## src/fcel_pkg.sv

```systemverilog
// Constants for the flash command error-lock block
`default_nettype none
package fcel_pkg;
  // ----------------------------------------------------------------
  // Register offsets (byte addresses)
  // ----------------------------------------------------------------
  localparam logic [7:0]  OFS_ACC_STAT = 8'h00;
  localparam logic [7:0]  OFS_IRQ_EN   = 8'h04;
  localparam logic [7:0]  OFS_MODE     = 8'h08;
  localparam logic [7:0]  OFS_HVE      = 8'h0C;
  localparam logic [7:0]  OFS_SEQ_STAT = 8'h10;
  // ----------------------------------------------------------------
  // Field positions
  // ----------------------------------------------------------------
  localparam int unsigned ACC_DATA_BIT = 3;
  localparam int unsigned ACC_LOCK_BIT = 4;
  localparam int unsigned ACC_CODE_BIT = 7;
  localparam int unsigned IRQ_EN_BIT   = 4;
  localparam int unsigned HVE_BIT      = 0;
  localparam int unsigned RDY_BIT      = 15;
  // Error flag index inside the sequencer status word
  localparam int unsigned E_ILG = 0;
  localparam int unsigned E_ERS = 1;
  localparam int unsigned E_PRG = 2;
  localparam int unsigned E_WE  = 3;
  localparam int unsigned E_OTP = 4;
  localparam int unsigned E_CFG = 5;
  localparam int unsigned E_TBL = 6;
  localparam int unsigned E_FRW = 7;
  localparam int unsigned NERR  = 8;
  // ----------------------------------------------------------------
  // Mode values and command codes
  // ----------------------------------------------------------------
  localparam logic [15:0] MODE_READ  = 16'h0000;
  localparam logic [15:0] MODE_CODE  = 16'h0001;
  localparam logic [15:0] MODE_DATA  = 16'h0080;
  localparam logic [7:0]  LAST_CODE  = 8'hD0;
  // ----------------------------------------------------------------
  // Reset values
  // ----------------------------------------------------------------
  localparam logic [15:0] RST_MODE   = 16'h0000;
  localparam logic [7:0]  RST_ERR    = 8'h00;
  localparam logic [31:0] RST_RDATA  = 32'h0000_0000;
endpackage
`default_nettype wire

```

## src/fcel_top.sv

```systemverilog
// Command error detection and command-lock logic of the flash sequencer
//
// The address map and strobed register access were decided locally.
`default_nettype none
module fcel_top #(
  parameter int unsigned AW = 24
) (
  // Clock and reset
  input  wire  logic          clk,
  input  wire  logic          rstn,
  // Register port
  input  wire  logic [7:0]    reg_addr,
  input  wire  logic [31:0]   reg_wdata,
  input  wire  logic          reg_wr,
  input  wire  logic          reg_rd,
  output logic       [31:0]   reg_rdata,
  // Command issue area events
  input  wire  logic          cmd_first,
  input  wire  logic          cmd_undef,
  input  wire  logic          cmd_last,
  input  wire  logic [7:0]    cmd_last_data,
  input  wire  logic          cmd_is_dma,
  input  wire  logic          cmd_n_bad,
  input  wire  logic          cmd_mode_bad,
  input  wire  logic          cmd_blank_chk,
  input  wire  logic          blank_check_direction,
  input  wire  logic [AW-1:0] cmd_start_addr_reg,
  input  wire  logic [AW-1:0] cmd_end_addr_reg,
  input  wire  logic          cmd_status_clr,
  input  wire  logic          cmd_force_stop,
  input  wire  logic          cmd_suspend,
  input  wire  logic          cmd_resume,
  input  wire  logic          cmd_area_rd,
  // Target checks
  input  wire  logic          cf_rsv_hit,
  input  wire  logic          df_rsv_hit,
  input  wire  logic          cfgotp_rsv_hit,
  input  wire  logic          otp_blk_hit,
  input  wire  logic          auth_missing,
  // Operation results
  input  wire  logic          erase_fail,
  input  wire  logic          erase_lock_hit,
  input  wire  logic          prog_fail,
  input  wire  logic          prog_lock_hit,
  input  wire  logic [3:0]    ecc_2bit,
  // Sequencer state
  input  wire  logic          seq_ready_flag,
  input  wire  logic          op_busy,
  // Control outputs
  output logic                cmd_locked_flag,
  output logic                flash_access_err_irq,
  output logic                pe_reject,
  output logic                suspend_grant,
  output logic                op_abort,
  output logic                read_mode,
  output logic                hv_enable_ctrl_bit
);

  // ----------------------------------------------------------------
  // Functions
  // ----------------------------------------------------------------
  function automatic logic mode_legal(input logic [15:0] m);
    mode_legal = (m == fcel_pkg::MODE_READ) || (m == fcel_pkg::MODE_CODE) ||
                 (m == fcel_pkg::MODE_DATA);
  endfunction

  // Strobe and address come in as arguments so every caller stays sensitive to them
  function automatic logic wr_hit(input logic wr, input logic [7:0] addr, input logic [7:0] ofs);
    wr_hit = wr && (addr == ofs);
  endfunction

  // ----------------------------------------------------------------
  // State
  // ----------------------------------------------------------------
  logic                       lock_ff;
  logic                       code_area_access_err_ff;
  logic                       data_area_access_err_ff;
  logic [fcel_pkg::NERR-1:0]  err_ff;
  logic                       irq_en_ff;
  logic                       irq_ff;
  logic [15:0]                mode_ff;
  logic [15:0]                susp_mode_ff;
  logic                       hve_ff;
  logic                       hve_prev_ff;
  logic [31:0]                rdata_ff;

  logic                       unlock;
  logic                       cmd_any;
  logic                       mode_bad_wr;
  logic                       resume_bad;
  logic                       bc_bad;
  logic                       last_bad;
  logic                       area_bad;
  logic                       cmd_errs;
  logic                       code_area_access_err_set;
  logic                       data_area_access_err_set;
  logic                       hv_drop;
  logic [fcel_pkg::NERR-1:0]  err_set;
  logic                       any_set;
  logic                       nxt_lock;
  logic [fcel_pkg::NERR-1:0]  nxt_err;

  // ----------------------------------------------------------------
  // Error detection
  // ----------------------------------------------------------------
  // Clear paths read the registered access flags, so an access error
  // raised in the same cycle still wins over the clear.
  assign unlock = (cmd_force_stop || (cmd_status_clr && seq_ready_flag)) &&
                  !code_area_access_err_ff && !data_area_access_err_ff;
  assign cmd_any = cmd_first || cmd_suspend || cmd_resume ||
                   cmd_status_clr || cmd_force_stop;
  assign mode_bad_wr = wr_hit(reg_wr, reg_addr, fcel_pkg::OFS_MODE) && !mode_legal(reg_wdata[15:0]);
  assign resume_bad  = cmd_resume && (mode_ff != susp_mode_ff);
  assign bc_bad = cmd_blank_chk && (blank_check_direction ?
                  (cmd_start_addr_reg < cmd_end_addr_reg) :
                  (cmd_start_addr_reg > cmd_end_addr_reg));
  assign last_bad = cmd_last && !cmd_is_dma && (cmd_last_data != fcel_pkg::LAST_CODE);
  // Issue area reads are illegal in every mode
  assign area_bad = cmd_area_rd || (cmd_first && read_mode);
  assign cmd_errs = cmd_undef || last_bad || cmd_n_bad || bc_bad ||
                    cmd_mode_bad || cf_rsv_hit || df_rsv_hit ||
                    cfgotp_rsv_hit || otp_blk_hit || auth_missing ||
                    resume_bad;
  assign code_area_access_err_set = !lock_ff && cf_rsv_hit;
  assign data_area_access_err_set = !lock_ff && (df_rsv_hit || cfgotp_rsv_hit);
  // Ready low stands for a command in progress
  assign hv_drop  = hve_prev_ff && !hve_ff && !seq_ready_flag;

  always_comb begin
    err_set = '0;
    // While locked, a new command may only raise the illegal flag
    err_set[fcel_pkg::E_ILG] = mode_bad_wr || area_bad ||
                               (lock_ff ? (cmd_any && !unlock) : cmd_errs);
    // Results of a running operation still land while locked
    err_set[fcel_pkg::E_ERS] = erase_fail || (!lock_ff && erase_lock_hit);
    err_set[fcel_pkg::E_PRG] = prog_fail || (!lock_ff && prog_lock_hit);
    err_set[fcel_pkg::E_WE]  = hv_drop;
    err_set[fcel_pkg::E_FRW] = ecc_2bit[0];
    err_set[fcel_pkg::E_OTP] = ecc_2bit[1];
    err_set[fcel_pkg::E_CFG] = ecc_2bit[2];
    err_set[fcel_pkg::E_TBL] = ecc_2bit[3];
  end

  assign any_set  = (|err_set) || code_area_access_err_set || data_area_access_err_set;
  assign nxt_lock = (lock_ff && !unlock) || any_set;
  assign nxt_err  = (unlock ? fcel_pkg::RST_ERR : err_ff) | err_set;

  // ----------------------------------------------------------------
  // Lock and flags
  // ----------------------------------------------------------------
  always_ff @(posedge clk or negedge rstn) begin
    if (!rstn) begin
      lock_ff <= 1'b0;
      err_ff  <= fcel_pkg::RST_ERR;
      code_area_access_err_ff <= 1'b0;
      data_area_access_err_ff <= 1'b0;
    end else begin
      lock_ff <= nxt_lock;
      err_ff  <= nxt_err;
      code_area_access_err_ff <= (code_area_access_err_ff && !unlock) || code_area_access_err_set;
      data_area_access_err_ff <= (data_area_access_err_ff && !unlock) || data_area_access_err_set;
    end
  end

  always_ff @(posedge clk or negedge rstn) begin
    if (!rstn) begin
      irq_ff <= 1'b0;
    end else begin
      irq_ff <= nxt_lock && irq_en_ff;
    end
  end

  // ----------------------------------------------------------------
  // Software registers
  // ----------------------------------------------------------------
  // An illegal mode value is stored anyway; the lock already blocks it
  always_ff @(posedge clk or negedge rstn) begin
    if (!rstn) begin
      mode_ff   <= fcel_pkg::RST_MODE;
      irq_en_ff <= 1'b0;
      hve_ff    <= 1'b0;
    end else begin
      if (wr_hit(reg_wr, reg_addr, fcel_pkg::OFS_MODE)) begin
        mode_ff <= reg_wdata[15:0];
      end
      if (wr_hit(reg_wr, reg_addr, fcel_pkg::OFS_IRQ_EN)) begin
        irq_en_ff <= reg_wdata[fcel_pkg::IRQ_EN_BIT];
      end
      if (wr_hit(reg_wr, reg_addr, fcel_pkg::OFS_HVE)) begin
        hve_ff <= reg_wdata[fcel_pkg::HVE_BIT];
      end
    end
  end

  always_ff @(posedge clk or negedge rstn) begin
    if (!rstn) begin
      hve_prev_ff  <= 1'b0;
      susp_mode_ff <= fcel_pkg::RST_MODE;
    end else begin
      hve_prev_ff <= hve_ff;
      if (suspend_grant) begin
        susp_mode_ff <= mode_ff;
      end
    end
  end

  // Read data stands only in the cycle after the strobe
  always_ff @(posedge clk or negedge rstn) begin
    if (!rstn) begin
      rdata_ff <= fcel_pkg::RST_RDATA;
    end else begin
      rdata_ff <= '0;
      if (reg_rd) begin
        unique case (reg_addr)
          fcel_pkg::OFS_ACC_STAT: begin
            rdata_ff[fcel_pkg::ACC_CODE_BIT] <= code_area_access_err_ff;
            rdata_ff[fcel_pkg::ACC_LOCK_BIT] <= lock_ff;
            rdata_ff[fcel_pkg::ACC_DATA_BIT] <= data_area_access_err_ff;
          end
          fcel_pkg::OFS_IRQ_EN: begin
            rdata_ff[fcel_pkg::IRQ_EN_BIT] <= irq_en_ff;
          end
          fcel_pkg::OFS_MODE: begin
            rdata_ff[15:0] <= mode_ff;
          end
          fcel_pkg::OFS_HVE: begin
            rdata_ff[fcel_pkg::HVE_BIT] <= hve_ff;
          end
          // Ready reported live; software polls it for command end
          fcel_pkg::OFS_SEQ_STAT: begin
            rdata_ff[fcel_pkg::RDY_BIT] <= seq_ready_flag;
            rdata_ff[fcel_pkg::NERR-1:0] <= err_ff;
          end
          default: begin
            rdata_ff <= '0;
          end
        endcase
      end
    end
  end

  // ----------------------------------------------------------------
  // Outputs
  // ----------------------------------------------------------------
  assign reg_rdata            = rdata_ff;
  assign cmd_locked_flag      = lock_ff;
  assign flash_access_err_irq = irq_ff;
  assign pe_reject            = lock_ff;
  // Lock never aborts a running operation; only forced stop does
  assign op_abort             = cmd_force_stop;
  // Suspend refused outright while locked, so the running job finishes
  assign suspend_grant        = cmd_suspend && op_busy && !lock_ff;
  assign read_mode            = (mode_ff == fcel_pkg::MODE_READ);
  assign hv_enable_ctrl_bit   = hve_ff;
endmodule
`default_nettype wire

```

## config.mk

```make
export PLATFORM = sky130hd
export DESIGN_NAME = fcel_top
export DESIGN_NICKNAME = d
export VERILOG_FILES = /design/src/fcel_pkg.sv /design/src/fcel_top.sv
export SDC_FILE = /design/constraint.sdc
export NUM_CORES = 1
export LEC_CHECK = 0
export ABC_CLOCK_PERIOD_IN_PS = 4050
export BUFFER_PORTS_ARGS = -buffer_cell sky130_fd_sc_hd__buf_4
export CORE_ASPECT_RATIO = 2
export CORE_UTILIZATION = 45
export DETAILED_ROUTE_END_ITERATION = 10
export MAX_ROUTING_LAYER = met4
export PLACE_DENSITY = 0.84
export SETUP_SLACK_MARGIN = 0.15
export SYNTH_ARGS = -nofsm -noshare
export SYNTH_HDL_FRONTEND = slang
export SYNTH_SLANG_ARGS = --single-unit
```

## constraint.sdc

```tcl
create_clock -name clk -period 4.05 [get_ports clk]
set_input_delay 1.215 -clock clk [delete_from_list [all_inputs] [get_ports clk]]
set_output_delay 1.215 -clock clk [all_outputs]
set_load 0.01 [all_outputs]
```

# --- Word-level counts from Yosys, hierarchy flattened ---
# Index checks and enable logic that the tools add are counted.
word_totals:
  word_cells: 99
  register_bits: 63
op_classes:
  n_mux: 12
  magnitude_cmp: 2
  n_eq_ne: 8
  n_reduce_logical: 65
  bitwise: 1
op_table:
  columns: ["operator", "n"]
  rows:
  - ["$logic_not 16->1", 2]
  - ["$logic_or 1x1->1", 28]
  - ["$logic_and 1x1->1", 25]
  - ["$gt 24x24->1", 1]
  - ["$lt 24x24->1", 1]
  - ["$eq 16x1->1 const B", 1]
  - ["$eq 16x8->1 const B", 1]
  - ["$eq 8x4->1 const B", 2]
  - ["$mux 16", 1]
  - ["$ne 16x16->1", 1]
  - ["$pmux 1 s3", 3]
  - ["$eq 8x3->1 const B", 1]
  - ["$eq 8x5->1 const B", 1]
  - ["$logic_not 1->1", 8]
  - ["$logic_not 8->1", 1]
  - ["$mux 8", 1]
  - ["$ne 8x8->1 const B", 1]
  - ["$or 8x8->8", 1]
  - ["$pmux 2 s2", 2]
  - ["$reduce_or 8->1", 1]
  - ["$mux 7", 1]
  - ["$pmux 1 s4", 1]
  - ["$mux 1", 2]
  - ["$pmux 1 s2", 1]

# --- Longest topological paths before layout ---
logic_depth:
  depth_word: 20
  ltp_mapped: 9
  ltp_nobuf: 9

# --- Worst setup path before layout ---
# No wires, ideal clock.
synth_timing:
  kind: "input -> output"
  from: "in op_busy"
  to: "out suspend_grant"
  t_required_ns: 2.835
  path_stages: 3
  path_slack_ns: 0.955
  arrival_ns: 1.880
  n_path_buf: 1
  path_cell_list: "nand3_1 -> inv_2 -> buf_1"
synth_between:
  elab_chain_cells: 2
synth_lines:
  columns: ["item", "line", "text"]
  rows:
  - ["from (decl)", "fcel_top.sv:48", "input wire logic op_busy,"]
  - ["$logic_and 1x1->1 (2 in a row)", "fcel_top.sv:252", "assign suspend_grant = cmd_suspend && op_busy && !lock_ff;"]
  - ["to (decl)", "fcel_top.sv:53", "output logic suspend_grant,"]
# Every way passes these cells.

# --- Final worst setup path ---
layout_timing:
  from: "in cmd_suspend"
  to: "out suspend_grant"
layout_between:
  elab_chain_cells: 2
layout_lines:
  columns: ["item", "line", "text"]
  rows:
  - ["from (decl)", "fcel_top.sv:31", "input wire logic cmd_suspend,"]
  - ["$logic_and 1x1->1 (2 in a row)", "fcel_top.sv:252", null]
# Every way passes these cells.

==> impl_results.md <==
- Final RePlAce weighted congestion: 0.884
- Core Util, Final: 0.641
- Cell Rows: 45
- Post-synth EDFFs: 0
- Max frequency: 309 MHz
- Setup Fix Bufs, Post-CTS: 0
- Port bufs: 134
- Synthesis Warnings: 0
- Die ar.: 8350 µm²
- Hold Crit Class: reg -> reg
- DRT iter0 DRCs: 98
- GRT overflow: 0
- Max-slew headroom: 0.485
- Num CTS Buffers: 9
- Io pins: 167
- Status: complete, no violations
- Crit-path leading delay family: buffers and inverters
- Via count: 3260
- Design area: 4910 µm²
- CTS tree: yes
- CTS clk-pin slew, worst paths: 0.05 ns
- Critical Path Source Type: input pin
- Tcrit/Tclk final: 0.798
- Slew at the pin closest to its max-slew limit: 0.772 ns
- Synth-to-layout area growth: 36.9%
- Crit path largest cell delay: 0.26 ns
- Syn Inst Count: 366
- H-Tree Level Count: 3
- Worst Skew: 0.00616 ns
- TritonCTS Sinks: 63
- Mapped Area: 3590 µm²
- Die Y: 128 µm
- Total global-route track usage: 0.257
- Critical Path AT: 2.02 ns
- Sequential cell area fraction in the yosys report: 0.440
- Ant. Diodes: 0
- Core area: 7660 µm²
- Deepest clock path buffer count: 2
- Pins Over Slew Limit: 0
- Worst setup margin: 0.818 ns
- Share of cells above drive strength 1: 0.321
- Root Buffer: clkbuf_16
- Global-route wire length before repair: 15300 µm
- Die width: 65.1 µm
- Synth Register Bits: 63
- DR WL/cell: 16.5 µm
- Placed Area: 4600 µm²
- Hold Buf Count CTS: 0
- Final Setup Violations: 0
- Clock Latency Late Sink: 0.33 ns
- Top cell by count, worst path: buf_4
- Setup CP Type: in -> out
- Routed Antenna Nets: 0
- Pwr dens: 342 nW/µm²
- Crit end category: output pin
- Pleak: 2.69 nW
- Post-route DRC: 0
- Pre-CTS WS: 0.752 ns
- Sequence of cells on the critical path: buf_4 -> nand3_1 -> buf_4 -> inv_2 -> buf_4
- RSZ-0062 raised after global routing: false
- Worst vdd ir: 0.000354 V
- Ys flop type: dfrtp_1
- Post-Route WL: 9940 µm
- Initial antenna violation count: 0
- DR vias/cell: 5.42
- Minimum clock period: 3.23 ns
- Max-Cap Viols: 0
- Vias in the first global route: 3371
- Detailed placement HPWL: 7720 µm
- CP max FO: 17
- Ys async rst share: 1.00
- Syn_area_per_cell: 9.80 µm²
- Router iterations before antenna repair: 4
- Total negative setup slack: 0 ns
- Distinct cells, synth: 49
- Final net count: 654
- Critical path's slowest cell: inv_2
- Worst Path Buf+Inv: 4
- Starting Density: 0.468
- Fin. Hold Viols: 0
- Largest net degree at the start of global routing: 64
- Req. time, crit path: 2.83 ns
- Resized Gates After CTS: 0
[flip-flops by register name (all words and copies together), names as in the netlist]
signal,cells
irq_en_ff,1
err_ff,8
mode_ff,16
cmd_locked_flag,1
hv_enable_ctrl_bit,1
data_area_access_err_ff,1
hve_prev_ff,1
flash_access_err_irq,1
susp_mode_ff,16
code_area_access_err_ff,1
reg_rdata,16
[worst paths after layout]
kind	start	end	slack (ns)	depth (start not counted)
worst max-delay path	cmd_suspend	suspend_grant	0.82	5
worst min register to register	hve_prev_ff$_DFF_PN0_	err_ff[3]$_DFF_PN0_	0.46	2
min in group asynchronous	rstn	reg_rdata[5]$_DFF_PN0_	0.95	1
max in group asynchronous	rstn	susp_mode_ff[4]$_DFFE_PN0P_	2.58	1
worst max register to register	code_area_access_err_ff$_DFF_PN0_	flash_access_err_irq$_DFF_PN0_	1.95	6
worst min-delay path	hve_prev_ff$_DFF_PN0_	err_ff[3]$_DFF_PN0_	0.46	2
[per-layer routing]
metal  vias up  part of all wire  track usage
li1       1513                 -            -
met1      1563              0.32        0.225
met2       153              0.57        0.481
met3        31             0.066       0.0569
met4         0             0.049        0.151
met5         -                 0            -
[report_power, final]
part	total (mW)	internal [mW]	switching, mW
Clock	0.774	0.482	0.292
Sequential	0.668	0.645	0.0223
Combinational	0.235	0.127	0.108
[Yosys cell counts (all sizes together), types with 2 or more instances]
| library cell | number | area [µm²] |
|---|---|---|
| a21o | 4 | 30.0 |
| a21oi | 20 | 100 |
| a221o | 2 | 20.0 |
| a22o | 5 | 43.8 |
| and2 | 9 | 56.3 |
| buf | 22 | 163 |
| clkbuf | 4 | 15.0 |
| dfrtp | 63 | 1580 |
| ha | 24 | 300 |
| inv | 26 | 97.6 |
| mux2 | 19 | 214 |
| mux2i | 4 | 40.0 |
| nand2 | 61 | 229 |
| nand2b | 2 | 12.5 |
| nand3 | 7 | 40.0 |
| nand3b | 3 | 22.5 |
| nand4 | 10 | 62.6 |
| nor2 | 13 | 48.8 |
| nor2b | 5 | 31.3 |
| nor3 | 4 | 20.0 |
| nor3b | 2 | 20.0 |
| nor4 | 15 | 93.8 |
| o211ai | 2 | 15.0 |
| o21ai | 7 | 35.0 |
| or2 | 2 | 12.5 |
| or3 | 2 | 17.5 |
| or4 | 2 | 18.8 |
| xor2 | 16 | 140 |
[cell usage in the layout, fill, tap and decap left out, types with 10 or more instances in the layout]
cell and n:
dfrtp_1 63, nor4_1 15, conb_1 16, mux2_1 18, ha_1 24, nor2_1 13, inv_1 24, a21oi_1 20
buf_4 136, nand4_1 10, xor2_1 16, nand2_1 61
[area by class of cell]
class / count / area (µm²)
Inverter: 26 / 97.6
Tap cell: 94 / 118
Sequential cell: 63 / 1580
Clock inverter: 7 / 80.1
Clock buffer: 9 / 225
Multi-Input combinational cell: 266 / 1790
Timing Repair Buffer: 136 / 1020
Fill cell: 634 / 2750
[tightest hold or removal path, delay by kind of cell, from the launching register on]
kind             cells  cell delay, ns
AND/OR/NAND/NOR      2            0.11
flip-flops           1            0.32
[stage by stage]
stage	hold WS, ns	power [mW]	instances
global placement	0.435	0.898	585
global route	0.505	1.74	601
finish	0.463	1.68	601
detailed placement	0.443	0.910	585
floorplan	0.433	0.779	381
CTS	0.463	1.69	601
[cell families (layout without fill, tap and decap cells)]
kind of cell	Yosys count	count (layout)	share of synthesized area
adders and majority gates	24	24	0.0837
muxes	23	23	0.0708
AOI/OAI and AO/OA	47	47	0.0886
xor gates and xnor gates	16	16	0.0391
other	1	16	0.00105
buffers and inverters	52	178	0.0768
and+or+nand+nor	140	140	0.200
DFF	63	63	0.440
Power figures use the tool's default switching activity.
